[src/logic/cfps_pkg.sv]
// Package for the charger fault protection sequencer.
// Assumes a 50 MHz clock; comparator flags arrive asynchronously.
package cfps_pkg;
    // ------------------------------------------------------------
    // Timing
    // ------------------------------------------------------------
    localparam int CLK_MHZ          = 50;
    localparam int HOLDOFF_US       = 1000;
    localparam int HOLDOFF_CYCLES   = HOLDOFF_US * CLK_MHZ;
    localparam int BLANK_NS         = 100;
    localparam int BLANK_CYCLES     = (BLANK_NS * CLK_MHZ + 999) / 1000;
    localparam int SOFTSTART_US     = 10;
    localparam int SOFTSTART_CYCLES = SOFTSTART_US * CLK_MHZ;
    localparam int REFRESH_NS       = 200;
    localparam int REFRESH_CYCLES   = (REFRESH_NS * CLK_MHZ + 999) / 1000;
    // ------------------------------------------------------------
    // Option register fields
    // ------------------------------------------------------------
    localparam int OPT_HS_THR_LO   = 7;
    localparam int OPT_HS_THR_HI   = 8;
    localparam int OPT_FREQ_EN     = 9;
    localparam int OPT_FREQ_UP     = 10;
    localparam int OPT_WIDTH       = 16;
    // ------------------------------------------------------------
    // Short counting
    // ------------------------------------------------------------
    localparam logic [2:0] SHORT_LIMIT = 3'h7;
    localparam logic [1:0] LS_THR_CODE = 2'h0;
    // Frequency trim codes: 0 nominal, 1 lowered, 2 raised
    localparam logic [1:0] FREQ_NOM  = 2'h0;
    localparam logic [1:0] FREQ_DOWN = 2'h1;
    localparam logic [1:0] FREQ_UP   = 2'h2;
    localparam int FREQ_SHIFT_PCT    = 18;

    typedef enum logic [2:0] {
        CFPS_OFF      = 3'b000,
        CFPS_SOFT     = 3'b001,
        CFPS_RUN      = 3'b010,
        CFPS_HOLDOFF  = 3'b011,
        CFPS_THERMAL  = 3'b100,
        CFPS_LATCHED  = 3'b101
    } cfps_state_t;
endpackage

[src/logic/cfps_short_counter.sv]
// One blanked short-event counter.
// Assumes a synchronised comparator flag and a switch-on level.
`timescale 1ns/100ps
module cfps_short_counter (
    // Clock and reset
    input  wire logic       clk,
    input  wire logic       rstn,
    input  wire logic       clear,
    // Switch and comparator
    input  wire logic       switchOn,
    input  wire logic       shortFlag,
    // Result
    output logic [2:0]      count
);
    import cfps_pkg::*;

    logic [7:0] blankCnt;
    logic       prevOn;
    logic       armed;
    logic       eventSeen;

    // ------------------------------------------------------------
    // Blanking after each turn-on
    // ------------------------------------------------------------
    always_ff @(posedge clk or negedge rstn) begin
        if (!rstn) begin
            prevOn    <= 1'b0;
            blankCnt  <= 8'h00;
            armed     <= 1'b0;
            eventSeen <= 1'b0;
        end else begin
            prevOn <= switchOn;
            if (switchOn && !prevOn) begin
                blankCnt  <= 8'h00;
                armed     <= 1'b0;
                eventSeen <= 1'b0;
            end else if (switchOn && !armed) begin
                blankCnt <= blankCnt + 8'h01;
                if (blankCnt >= 8'(BLANK_CYCLES - 1))
                    armed <= 1'b1;
            end else if (switchOn && armed && shortFlag) begin
                eventSeen <= 1'b1;
            end else if (!switchOn) begin
                armed <= 1'b0;
            end
        end
    end

    // ------------------------------------------------------------
    // Counting; one count per switching cycle at most
    // ------------------------------------------------------------
    always_ff @(posedge clk or negedge rstn) begin
        if (!rstn) begin
            count <= 3'h0;
        end else if (clear) begin
            count <= 3'h0;
        end else if (switchOn && armed && shortFlag && !eventSeen
                     && count != SHORT_LIMIT) begin
            count <= count + 3'h1;
        end
    end
endmodule

[src/logic/cfps_sequencer.sv]
// Charger fault protection sequencer top.
// Assumes async comparator flags, an externally written option word
// and a PWM cycle-start pulse from the same clock domain.
//
// What this block does
// - Battery low suspends charge for 1ms
// - After hold-off, soft start if enabled
// - Battery low: limit current, low side only refresh pulses
// - Off above 155C, resume below 135C
// - Thermal shutdown selects 16mA regulator limit
// - Bit 9 enables 18% frequency shift
// - Bit 10 picks lower or higher frequency
// - Two counters; seven shorts latch off
// - Latch cleared only by lockout or adapter
// - Low side short threshold fixed 110mV
// - Bits 8:7 choose high side threshold
// - Short flags ignored during turn-on blanking
// - Overcurrent ends high side until next cycle
`timescale 1ns/100ps
module cfps_sequencer (
    // Clock and reset
    input  wire logic                       clk,
    input  wire logic                       rstn,
    // Supply and adapter status, asynchronous
    input  wire logic                       undervoltageLockout,
    input  wire logic                       adapterDetect,
    // Analog comparators, asynchronous
    input  wire logic                       batteryLowFault,
    input  wire logic                       overTemp,
    input  wire logic                       highSideShort,
    input  wire logic                       lowSideShort,
    input  wire logic                       cycleOverCurrent,
    // PWM timing, same clock
    input  wire logic                       cycleStart,
    input  wire logic                       pwmHighSide,
    input  wire logic                       pwmLowSide,
    input  wire logic                       refreshRequest,
    // Charge enable and options
    input  wire logic                       chargeEnable,
    input  wire logic [cfps_pkg::OPT_WIDTH-1:0] chargeOptions,
    // Gate drive and control outputs
    output logic                            highSideEnable,
    output logic                            lowSideEnable,
    output logic                            softStartRequest,
    output logic                            currentLimitLow,
    output logic                            regulatorLimitLow,
    output logic [1:0]                      freqTrim,
    output logic [1:0]                      highSideThreshold,
    output logic [1:0]                      lowSideThreshold,
    output logic                            latchedOff
);
    import cfps_pkg::*;

    // ------------------------------------------------------------
    // Input synchronisers
    // ------------------------------------------------------------
    logic [6:0] syncA;
    logic [6:0] syncB;
    always_ff @(posedge clk or negedge rstn) begin
        if (!rstn) begin
            syncA <= 7'h00;
            syncB <= 7'h00;
        end else begin
            syncA <= {cycleOverCurrent, lowSideShort, highSideShort,
                      overTemp, batteryLowFault, adapterDetect,
                      undervoltageLockout};
            syncB <= syncA;
        end
    end

    logic uvloS;
    logic adapterS;
    logic batLowS;
    logic overTempS;
    logic hsShortS;
    logic lsShortS;
    logic ocS;
    assign uvloS     = syncB[0];
    assign adapterS  = syncB[1];
    assign batLowS   = syncB[2];
    assign overTempS = syncB[3];
    assign hsShortS  = syncB[4];
    assign lsShortS  = syncB[5];
    assign ocS       = syncB[6];

    // ------------------------------------------------------------
    // Latch clearing condition
    // ------------------------------------------------------------
    logic latchClear;
    assign latchClear = uvloS || !adapterS;

    // ------------------------------------------------------------
    // Battery low onset
    // ------------------------------------------------------------
    // Hold-off fires on the fall below threshold, or on enabling from off while low;
    // a battery that stays low charges on, limited, once the hold-off has run out
    logic batLowPrev;
    logic batLowRise;
    always_ff @(posedge clk or negedge rstn) begin
        if (!rstn)
            batLowPrev <= 1'b0;
        else
            batLowPrev <= batLowS;
    end
    assign batLowRise = batLowS && !batLowPrev;

    // ------------------------------------------------------------
    // Short counters
    // ------------------------------------------------------------
    logic [2:0] hsCount;
    logic [2:0] lsCount;
    logic [2:0] next_total;
    always_comb begin
        next_total = 3'h0;
        if ({1'b0, hsCount} + {1'b0, lsCount} >= {1'b0, SHORT_LIMIT})
            next_total = SHORT_LIMIT;
        else
            next_total = hsCount + lsCount;
    end

    cfps_short_counter hsCounter (
        .clk       (clk),
        .rstn      (rstn),
        .clear     (latchClear),
        .switchOn  (highSideEnable),
        .shortFlag (hsShortS),
        .count     (hsCount)
    );

    cfps_short_counter lsCounter (
        .clk       (clk),
        .rstn      (rstn),
        .clear     (latchClear),
        .switchOn  (lowSideEnable),
        .shortFlag (lsShortS),
        .count     (lsCount)
    );

    // ------------------------------------------------------------
    // Main sequencer
    // ------------------------------------------------------------
    cfps_state_t state;
    logic [31:0] timer;
    logic        enablesMet;
    assign enablesMet = chargeEnable && adapterS && !uvloS;

    always_ff @(posedge clk or negedge rstn) begin
        if (!rstn) begin
            state <= CFPS_OFF;
            timer <= 32'h0000_0000;
        end else begin
            timer <= timer + 32'h0000_0001;
            case (state)
                CFPS_OFF: begin
                    timer <= 32'h0000_0000;
                    if (overTempS)
                        state <= CFPS_THERMAL;
                    else if (enablesMet && batLowS)
                        state <= CFPS_HOLDOFF;
                    else if (enablesMet)
                        state <= CFPS_SOFT;
                end
                CFPS_SOFT, CFPS_RUN: begin
                    if (next_total == SHORT_LIMIT) begin
                        state <= CFPS_LATCHED;
                    end else if (overTempS) begin
                        state <= CFPS_THERMAL;
                    end else if (batLowRise) begin
                        state <= CFPS_HOLDOFF;
                        timer <= 32'h0000_0000;
                    end else if (!enablesMet) begin
                        state <= CFPS_OFF;
                    end else if (state == CFPS_SOFT &&
                                 timer >= 32'(SOFTSTART_CYCLES - 1)) begin
                        state <= CFPS_RUN;
                    end
                end
                CFPS_HOLDOFF: begin
                    if (next_total == SHORT_LIMIT) begin
                        state <= CFPS_LATCHED;
                    end else if (overTempS) begin
                        state <= CFPS_THERMAL;
                    end else if (timer >= 32'(HOLDOFF_CYCLES - 1)) begin
                        timer <= 32'h0000_0000;
                        // Resume even if still low; gates then limit
                        if (enablesMet)
                            state <= CFPS_SOFT;
                        else
                            state <= CFPS_OFF;
                    end
                end
                CFPS_THERMAL: begin
                    // Comparator carries the 155/135 hysteresis itself
                    timer <= 32'h0000_0000;
                    if (!overTempS)
                        state <= CFPS_OFF;
                end
                CFPS_LATCHED: begin
                    timer <= 32'h0000_0000;
                    if (latchClear)
                        state <= CFPS_OFF;
                end
                default: begin
                    state <= CFPS_OFF;
                end
            endcase
        end
    end

    // ------------------------------------------------------------
    // Cycle-by-cycle overcurrent cut-off
    // ------------------------------------------------------------
    logic ocCut;
    // A trip and a cycle start together: the trip wins
    always_ff @(posedge clk or negedge rstn) begin
        if (!rstn)
            ocCut <= 1'b0;
        else if (ocS)
            ocCut <= 1'b1;
        else if (cycleStart)
            ocCut <= 1'b0;
    end

    // ------------------------------------------------------------
    // Gate enables
    // ------------------------------------------------------------
    logic switching;
    assign switching = (state == CFPS_SOFT) || (state == CFPS_RUN);

    always_ff @(posedge clk or negedge rstn) begin
        if (!rstn)
            highSideEnable <= 1'b0;
        else
            // Latched, thermal and hold-off states all gate off
            highSideEnable <= switching && pwmHighSide && !ocCut
                              && !ocS;
    end

    always_ff @(posedge clk or negedge rstn) begin
        if (!rstn)
            lowSideEnable <= 1'b0;
        else if (batLowS)
            // Only bootstrap refresh pulses in low battery
            lowSideEnable <= switching && refreshRequest
                             && !pwmHighSide;
        else
            lowSideEnable <= switching && pwmLowSide;
    end

    // ------------------------------------------------------------
    // Status and control outputs
    // ------------------------------------------------------------
    always_ff @(posedge clk or negedge rstn) begin
        if (!rstn) begin
            softStartRequest <= 1'b0;
            latchedOff       <= 1'b0;
        end else begin
            softStartRequest <= (state == CFPS_SOFT);
            latchedOff       <= (state == CFPS_LATCHED);
        end
    end

    // Select is a plain level; the charge loop sets the current itself
    always_ff @(posedge clk or negedge rstn) begin
        if (!rstn)
            currentLimitLow <= 1'b0;
        else
            currentLimitLow <= batLowS;
    end

    always_ff @(posedge clk or negedge rstn) begin
        if (!rstn)
            regulatorLimitLow <= 1'b0;
        else
            regulatorLimitLow <= (state == CFPS_THERMAL);
    end

    // ------------------------------------------------------------
    // Option decode
    // ------------------------------------------------------------
    always_ff @(posedge clk or negedge rstn) begin
        if (!rstn)
            freqTrim <= FREQ_NOM;
        else if (!chargeOptions[OPT_FREQ_EN])
            freqTrim <= FREQ_NOM;
        else if (chargeOptions[OPT_FREQ_UP])
            freqTrim <= FREQ_UP;
        else
            freqTrim <= FREQ_DOWN;
    end

    // Threshold codes only; the comparators hold the analog levels
    always_ff @(posedge clk or negedge rstn) begin
        if (!rstn) begin
            highSideThreshold <= 2'h0;
            lowSideThreshold  <= LS_THR_CODE;
        end else begin
            highSideThreshold <=
                chargeOptions[OPT_HS_THR_HI:OPT_HS_THR_LO];
            lowSideThreshold <= LS_THR_CODE;
        end
    end
endmodule

[config.mk]
export PLATFORM = sky130hd
export DESIGN_NAME = cfps_sequencer
export DESIGN_NICKNAME = d
export VERILOG_FILES = /design/src/logic/cfps_pkg.sv /design/src/logic/cfps_short_counter.sv /design/src/logic/cfps_sequencer.sv
export SDC_FILE = /design/constraint.sdc
export NUM_CORES = 1
export LEC_CHECK = 0
export BUFFER_PORTS_ARGS = -buffer_cell sky130_fd_sc_hd__buf_4
export CORE_MARGIN = 1.5
export CORE_UTILIZATION = 47
export CTS_CLUSTER_DIAMETER = 40
export DETAILED_ROUTE_END_ITERATION = 7
export MAX_ROUTING_LAYER = met4
export PLACE_DENSITY = 0.71
export SETUP_SLACK_MARGIN = 0.02
export SYNTH_ARGS = -nofsm -noshare
export SYNTH_HDL_FRONTEND = slang
export SYNTH_SLANG_ARGS = --single-unit
[constraint.sdc]
create_clock -name clk -period 2.8 [get_ports clk]
set_clock_uncertainty 0.15 [all_clocks]
set_input_delay 0.56 -clock clk [delete_from_list [all_inputs] [get_ports clk]]
set_output_delay 0.56 -clock clk [all_outputs]
set_load 0.05 [all_outputs]
Word level (Yosys, flattened, before mapping)
Index checks and enable logic that the tools add are counted.
{"block": "word_totals", "register_bits": 88, "out_inout_bits": 12}
{"block": "op_classes", "add_sub_neg": 7, "n_reduce_logical": 52, "n_eq_ne": 21, "n_lt_le_gt_ge": 5, "mux": 52}
{"operator": "two-way mux 32 bit", "n": 6}
{"operator": "one-hot mux 32 bit (3 select lines)", "n": 1}
{"operator": "two-way mux 3 bit", "n": 18}
{"operator": "adder 32 x 1 -> 32 bit (second input constant)", "n": 1}
{"operator": "greater-or-equal comparator 32 x 16 -> 1 bit (second input constant)", "n": 1}
{"operator": "greater-or-equal comparator 32 x 9 -> 1 bit (second input constant)", "n": 1}
{"operator": "two-way mux 8 bit", "n": 4}
{"operator": "logical AND 1 bit", "n": 23}
{"operator": "two-way mux 1 bit", "n": 20}
{"operator": "adder 8 x 1 -> 8 bit (second input constant)", "n": 2}
{"operator": "greater-or-equal comparator 8 x 3 -> 1 bit (second input constant)", "n": 2}
{"operator": "one-hot mux 3 bit (5 select lines)", "n": 1}
{"operator": "nonzero test 2 bit", "n": 7}
{"operator": "zero test 1 bit", "n": 12}
{"operator": "inequality test 3 x 1 -> 1 bit (second input constant)", "n": 4}
{"operator": "equality test 3 bit (second input constant)", "n": 3}
{"operator": "inequality test 4 bit (second input constant)", "n": 2}
{"operator": "adder 3 x 1 -> 3 bit (second input constant)", "n": 2}
{"operator": "equality test 3 x 2 -> 1 bit (second input constant)", "n": 2}
{"operator": "inequality test 2 x 1 -> 1 bit (second input constant)", "n": 3}
{"operator": "inequality test 3 x 2 -> 1 bit (second input constant)", "n": 2}
{"operator": "inequality test 3 bit (second input constant)", "n": 2}
{"operator": "inequality test 6 bit (second input constant)", "n": 1}
{"operator": "AND reduction 3 bit", "n": 2}
{"operator": "12 further kinds", "n": 15}

Depth between registers and ports, before layout
Gate-level depths: netlist (run 1).
{"block": "depth", "word_depth": 8, "mapped_depth": 9}

Modules after synthesis
Synthesis (run 1) repeated with hierarchy kept, for this count alone.
{"block": "hier_totals", "cells_unflattened": 415, "hier_area_um2": 4316.6}
{"module": "cfps_sequencer", "n_inst": 1, "cells_per_inst": 267, "area_each_um2": 2801.4}
{"module": "cfps_short_counter (hsCounter)", "n_inst": 1, "cells_per_inst": 74, "area_each_um2": 759.5}
{"module": "cfps_short_counter (lsCounter)", "n_inst": 1, "cells_per_inst": 74, "area_each_um2": 755.7}

Worst setup path before layout (run 1)
OpenSTA, ideal clock, no wires.
{"block": "synth_path", "path_kind": "register to register", "from": "reg hsCounter.count[0]", "to": "reg state[1]", "required_ps": 2525, "setup_time_ps": 125, "stages_incl_launch_ff": 9, "synth_period_minus_slack_ps": 2736, "slack_ps": 64, "path_buffers": 0, "arrival_ps": 2460, "cell_sequence": "dfrtp_1 -> ha_1 -> fa_1 -> xor2_1 -> and3_4 -> or4_4 -> or3b_1 -> nand2_2 -> mux2_4"}
{"block": "synth_via", "elab_chain_cells": 6, "elab_cells_between_ends": 11, "classes_between": "add/sub: 2; order compare: 1; eq/ne: 3; mux: 4; reduce/logical: 1"}
{"item": "from (decl)", "line": "cfps_short_counter.sv:13", "rtl": "output logic [2:0] count"}
{"item": "from (signal assigned)", "line": "cfps_short_counter.sv:59", "rtl": "count <= count + 3'h1;"}
{"item": "adder 3 x 3 -> 4 bit", "line": "cfps_sequencer.sv:115", "rtl": "if ({1'b0, hsCount} + {1'b0, lsCount} >= {1'b0, SHORT_LIMIT})"}
{"item": "greater-or-equal comparator 4 x 3 -> 1 bit", "line": "cfps_sequencer.sv:115"}
{"item": "two-way mux 3 bit (*)", "line": "cfps_sequencer.sv:115"}
{"item": "equality test 3 bit (*)", "line": "cfps_sequencer.sv:164, cfps_sequencer.sv:179"}
{"item": "inequality test 6 bit (no source line), or another cell as far along"}
{"item": "AND reduction 5 bit (no source line) / one-hot mux 3 bit (5 select lines) (equally long branches)"}
{"item": "to (signal assigned)", "line": "cfps_sequencer.sv:165", "rtl": "state <= CFPS_LATCHED;"}
{"item": "to (signal assigned)", "line": "cfps_sequencer.sv:167", "rtl": "state <= CFPS_THERMAL;"}
{"item": "to (signal assigned)", "line": "cfps_sequencer.sv:180", "rtl": "state <= CFPS_LATCHED;"}
{"item": "to (decl)", "line": "cfps_sequencer.sv:142", "rtl": "cfps_state_t state;"}
Mark *: on every way between the ends. The rest lies on a longest branch, timed or not.
A chain may end at the register's enable or synchronous reset.

Final worst setup path (run 1)
Same ends and word-level chain as after synthesis.

==> results of run 1 <==
==> cells by family after synthesis <==
group / Yosys count
and+or+nand+nor: 194
AOI/OAI and AO/OA: 43
DFF: 88
other: 1
muxes: 7
buffers and inverters: 26
xor gates and xnor gates: 37
adders and majority gates: 13
==> per-layer routing <==
metal,vias to the layer above,GRT usage,wire length (microns)
met3,12,0.0453,238
li1,1473,-,-
met5,-,-,0
met2,40,0.299,3910
met4,0,0.0491,111
met1,1468,0.226,3280
==> registers in the layout (all words and copies together) (netlist names), 2 cells and up <==
register            flops
timer                  32
hsCounter.blankCnt      8
lsCounter.blankCnt      8
syncA                   7
syncB                   7
hsCounter.count         3
lsCounter.count         3
state                   3
freqTrim                2
highSideThreshold       2
==> cells in the final DEF (no fill, tap or decap), types with 2 or more instances in the layout <==
cell type / n
nand2b_1: 6
o31ai_1: 5
o22a_1: 2
conb_1: 2
a31oi_1: 3
and4_1: 3
nand4_1: 14
and3_1: 5
or3_1: 5
xnor2_1: 15
clkbuf_8: 9
dfrtp_1: 88
inv_6: 4
o211ai_1: 2
nor4_1: 7
nand2_1: 40
xor2_1: 22
nor3_1: 9
inv_1: 13
a2bb2oi_1: 2
nor2_1: 62
nor2b_1: 7
buf_4: 34
a21oi_1: 10
nor3_2: 3
a21boi_0: 2
mux2i_1: 6
a2111oi_0: 2
o21ai_0: 8
ha_1: 11
nand3_1: 18
==> power by group through the flow <==
stage	Clock (W)	Sequential (W)	Combinational, W
global placement	0	0.00132	0.000105
floorplan	0	0.00134	0.0000323
global route	0.00100	0.00130	0.000115
finish	0.000920	0.00130	0.000103
CTS	0.000954	0.00130	0.000107
detailed placement	0	0.00133	0.000106
==> what timing repair did <==
action                                  in CTS  in global routing
resized for setup                            1                  1
pin swaps                                    1                  3
setup buffers                                1                  2
endpoints found under the setup margin       1                  1
hold buffers                                 0                  0
==> path summary, 6_finish.rpt <==
kind | cells after the start | slack, ns | endpoint
worst max-delay path | 8 | 0.07 | state[1]
worst min-delay path | 1 | 0.14 | syncA[4]
worst max register to register | 8 | 0.07 | state[1]
worst min register to register | 0 | 0.20 | syncB[0]
max in group asynchronous | 2 | 1.65 | timer[4]
min in group asynchronous | 1 | 0.15 | hsCounter.blankCnt[4]
==> final cells by class <==
type,count,area (sq um)
inverters,13,48.8
multi-input cells,296,1860
clock buffers,9,124
fillers,790,3950
clock inverters,7,83.8
well taps,108,135
repair buffers,35,275
flip-flops and latches,88,2200
==> stage by stage <==
stage	TNS (ns)	utilization	hold WS (ns)
floorplan	0	-	0.114
global placement	0	0.518	0.184
detailed placement	-0.00410	0.518	0.186
CTS	0	0.543	0.123
global route	-0.0141	0.545	0.114
finish	0	0.545	0.143
==> flow_summary.ini, run 1 <==
[synth]
synth_mux_area_frac = 0.0180
yosys_warnings = 0
synth_area_leaders = dfrtp_1 (53%), nor2_1 (5.6%), xor2_1 (4.6%)
synthAdderAreaFrac = 0.0408
yosys.area_share.simple = 0.239
synth-seq-cells = 88
yosysTopAreaCell = dfrtp_1
synthTopCellsByCount = dfrtp_1 (88), nor2_1 (62), nand2_1 (40)
synth_ff_type = dfrtp_1
synth_cell_types = 55
syn_area_sq_um = 4170
synth_top_area_share = 0.528
synth_most_common_cell = dfrtp_1
yosysSeqAreaShare = 0.528
async_flop_share = 1.00
synth_cells = 409
avgSynthCellArea_sq_um = 10.2
synth_top_family_by_area = simple AND/OR/NAND/NOR gates
synth-edff-count = 0
synth_compound_area_frac = 0.0681
yosys.area_share.xor_xnor = 0.0777

[global_routing]
overflow = 0
grt_max_degree = 72
antenna_found_initial = 0
grt_pass1_wl_microns = 13700
grt_usage = 0.182
grt_pass1_vias = 3030

[clock_network]
tritoncts = built
clock_latency_ns = 0.36
root_buffer = clkbuf_8
cts_sinks = 88
clkTransAtPathRegs_ns = 0.10
htreeDepth = 3
numCtsBuffers = 9
clockBufferDepth = 2

[detailed_routing]
post-route-drc-count = 0
wl_microns = 7530
vias = 2993
drtPass1Iterations = 4
antenna_left = 0
drt-vias-per-instance = 5.38
drt_iter0_drc = 122
avgRoutedWirePerCell_microns = 13.5

[cells_and_area]
syn_to_final_growth_pct = 13.5
nets = 486
n_antenna_cell = 0
drive_above_1_share = 0.143
final_cell_area_sq_um = 4730
fin_cells = 556

[placement]
port_buffers = 27
globalplace.congestion = 0.813
placed_cells = 537
dp_hpwl_microns = 5140
placed_area_sq_um = 4500
pre_cts_slack_ns = -0.00410

[critical_path]
r2r-start = hsCounter.count[0]
worst-endpoint-arrival_ns = 2.83
critPathSlowestCell = or4_4
path_cells = ha_2, fa_2, xor2_1, and3_4, or4_4, or3b_1, nand2_2, mux2_4
critical_path.startpoint_type = flip-flop
end_kind = flip-flop
cp_max_fo = 4
crit_type = flip-flop to flip-flop
crit_family = simple AND/OR/NAND/NOR gates
path_buf_inv = 0
crit_start = hsCounter.count[0]
critical_path_required_ns = 2.90
critPathMaxStageDelay_ns = 0.43

[power]
vdd.ir_drop.worst_mv = 0.320
power.density_nw_per_um2 = 491
switching_share = 0.245
p_leak_nw = 2.07
p_switching_w = 0.000569
clockPowerShare = 0.396
p_comb_frac = 0.045
pwr-share-seq = 0.560
total_power_w = 0.00232
power.internal_w = 0.00175

[timing]
setup_slack_ns = 0.0714
fmax_ghz = 0.366
setup_viol = 0
hold_viol = 0
relSlewSlack = 0.422
fin_crit_sh = 0.974
maxSlewViolCount = 0
period_minus_slack_ns = 2.73
worst_slew_pin_slew_ns = 0.866
rsz0062_at_grt = yes

[die]
die_w_microns = 97.2
dieHeight_microns = 97.2
core_area_sq_um = 8680
rows = 34
initial_core_util = 0.480
dieArea_sq_um = 9440
io-pin-count = 42

[worst_hold_path]
hold_start = highSideShort
hold_path_class = input pin to flip-flop

[status]
outcome = finished, final reports clean

[flow_run]
drv_cap = 0
Note: power is estimated with default switching activity, not from simulation.
==> run 2: changes to the inputs <==
==> constraint.sdc (replaced) <==
create_clock -name clk -period 2.3 [get_ports clk]
set_clock_uncertainty 0.15 [all_clocks]
set_input_delay 0.46 -clock clk [delete_from_list [all_inputs] [get_ports clk]]
set_output_delay 0.46 -clock clk [all_outputs]
set_load 0.05 [all_outputs]
==> run 2 against run 1 <==
The run now ends with setup timing left; sequential power increased by 22%; design area increased by 8.3%; wire length increased by 15%.
==> flow_summary.ini, run 2 (synthesis gave the netlist of run 1 again) <==
[status]
outcome = finished with violations
violations = setup timing

[clock_network]
clockBufferDepth = 2
cts_sinks = 88
numCtsBuffers = 9
root_buffer = clkbuf_8
tritoncts = built
clock_latency_ns = 0.37
htreeDepth = 3
clkTransAtPathRegs_ns = 0.10

[die]
initial_core_util = 0.480
dieArea_sq_um = 9440
core_area_sq_um = 8680
dieHeight_microns = 97.2
die_w_microns = 97.2
io-pin-count = 42
rows = 34

[detailed_routing]
vias = 3181
avgRoutedWirePerCell_microns = 14.8
drt_iter0_drc = 130
drt-vias-per-instance = 5.44
wl_microns = 8660
antenna_left = 0
drtPass1Iterations = 4
post-route-drc-count = 0

[flow_run]
drv_cap = 0

[critical_path]
r2r_setup_slack_ns = -0.42
end_kind = flip-flop
critical_path_required_ns = 2.41
critical_path.startpoint_type = flip-flop
reg2reg_to = state[1]
reg2regPathDepth = 8
r2r-start = hsCounter.count[0]
critPathMaxStageDelay_ns = 0.43
crit_type = flip-flop to flip-flop
path_cells = ha_2, fa_2, xor2_1, and3_4, or4_4, or3b_1, nand2_2, mux2_4
critPathSlowestCell = or4_4
worst-endpoint-arrival_ns = 2.83
cp_max_fo = 2

[placement]
port_buffers = 27
pre_cts_slack_ns = -0.434
dp_hpwl_microns = 5770
placed_area_sq_um = 4700
globalplace.congestion = 0.861

[cells_and_area]
top_register = timer
final_common_cell = dfrtp_1
nets = 515
drive_above_1_share = 0.243
mostFrequentLayoutCells = dfrtp_1 (88), buf_4 (58), nand2_1 (40), nor2_1 (40), xor2_1 (22)
n_antenna_cell = 0
multiInputGateArea_sq_um = 1950
largest_reg_flops = 32
final_core_util = 0.590
syn_to_final_growth_pct = 22.9
top_regs = timer (32), hsCounter.blankCnt (8), lsCounter.blankCnt (8)
fill_cells = 737
final_cell_area_sq_um = 5120
regArea_sq_um = 2200

[timing]
worst_slew_pin_slew_ns = 0.595
maxSlewViolCount = 0
setup_slack_ns = -0.419
relSlewSlack = 0.603
fin_crit_sh = 1.18
finalSetupTns_ns = -13.62
hold_viol = 0
period_minus_slack_ns = 2.72
fmax_ghz = 0.368
setup_viol = 35
rsz0062_at_grt = yes

[global_routing]
grt_pass1_vias = 3205
antenna_found_initial = 0
grt_pass1_wl_microns = 14400
met2_usage = 0.326
grt_max_degree = 48
grt-busiest-layer = met2
use_met1 = 0.228
grt_usage = 0.194
grt_use_met3 = 0.0331
overflow = 0

[power]
power.density_nw_per_um2 = 581
vdd.ir_drop.worst_mv = 0.258
p_leak_nw = 2.26

[worst_hold_path]
worst_hold_path.endpoint = highSideThreshold[0]
hold-path-cell-count = 1
hold_start = chargeOptions[7]
hold_path_class = input pin to flip-flop
-- run 2: worst max-delay path by stage --
stage                       start        end  slack [ns]  cells past startpoint
4_1_cts        lsCounter.count[0]   state[1]       -0.42                      8
2_1_floorplan  lsCounter.count[0]   state[1]       -0.38                      8
3_3_place_gp   lsCounter.count[0]   state[1]       -0.36                      8
6_report       hsCounter.count[0]   state[1]       -0.42                      8
3_5_place_dp   lsCounter.count[0]   state[1]       -0.43                      8
5_1_grt        hsCounter.count[0]  timer[10]       -0.47                     10
-- run 2: worst max-delay path: cells and delay by family (launching register included) --
kind                       cells  cell delay [ns]
and+or+nand+nor                4             1.09
adders and majority gates      2             0.53
DFF                            1             0.40
muxes                          1             0.29
xor gates and xnor gates       1             0.15
-- run 2: where the power goes --
group / switching [W] / internal [W] / leakage (nW)
registers: 0.0000112 / 0.00157 / 1.18
logic: 0.0000956 / 0.0000547 / 0.968
clock network: 0.000614 / 0.000632 / 0.114
total: 0.000720 / 0.00225 / 2.26
-- run 2: stage by stage --
| step | instances | power (W) | hold slack (ns) |
|---|---|---|---|
| CTS | 582 | 0.00299 | 0.0294 |
| global placement | 564 | 0.00175 | 0.183 |
| detailed placement | 564 | 0.00175 | 0.187 |
| global route | 585 | 0.00308 | 0.0191 |
| finish | 585 | 0.00298 | 0.0406 |
| floorplan | 410 | 0.00167 | 0.0144 |
-- run 2: repair_timing --
item | 4_1_cts | 5_1_grt
endpoints found under the hold margin | 44 | 0
hold buffers | 1 | 0
resized for setup | 4 | 27
gates cloned | 1 | 2
pin swaps | 2 | 3
setup buffers | 0 | 1
setup endpoints to repair | 35 | 35
-- run 2: routing by layer --
| layer | vias up | wire length (microns) | share of wire |
|---|---|---|---|
| met5 | - | 0 | 0 |
| li1 | 1534 | - | - |
| met2 | 49 | 4470 | 0.52 |
| met4 | 0 | 178 | 0.021 |
| met1 | 1580 | 3810 | 0.44 |
| met3 | 18 | 201 | 0.023 |
-- run 2: cell type report --
type / instances / share of cell area
sequential: 88 / 0.430
multi-input combinational: 296 / 0.380
timing repair buffer: 64 / 0.108
tap: 108 / 0.0264
clock buffer: 9 / 0.0242
clock inverter: 7 / 0.0215
inverter: 13 / 0.00952
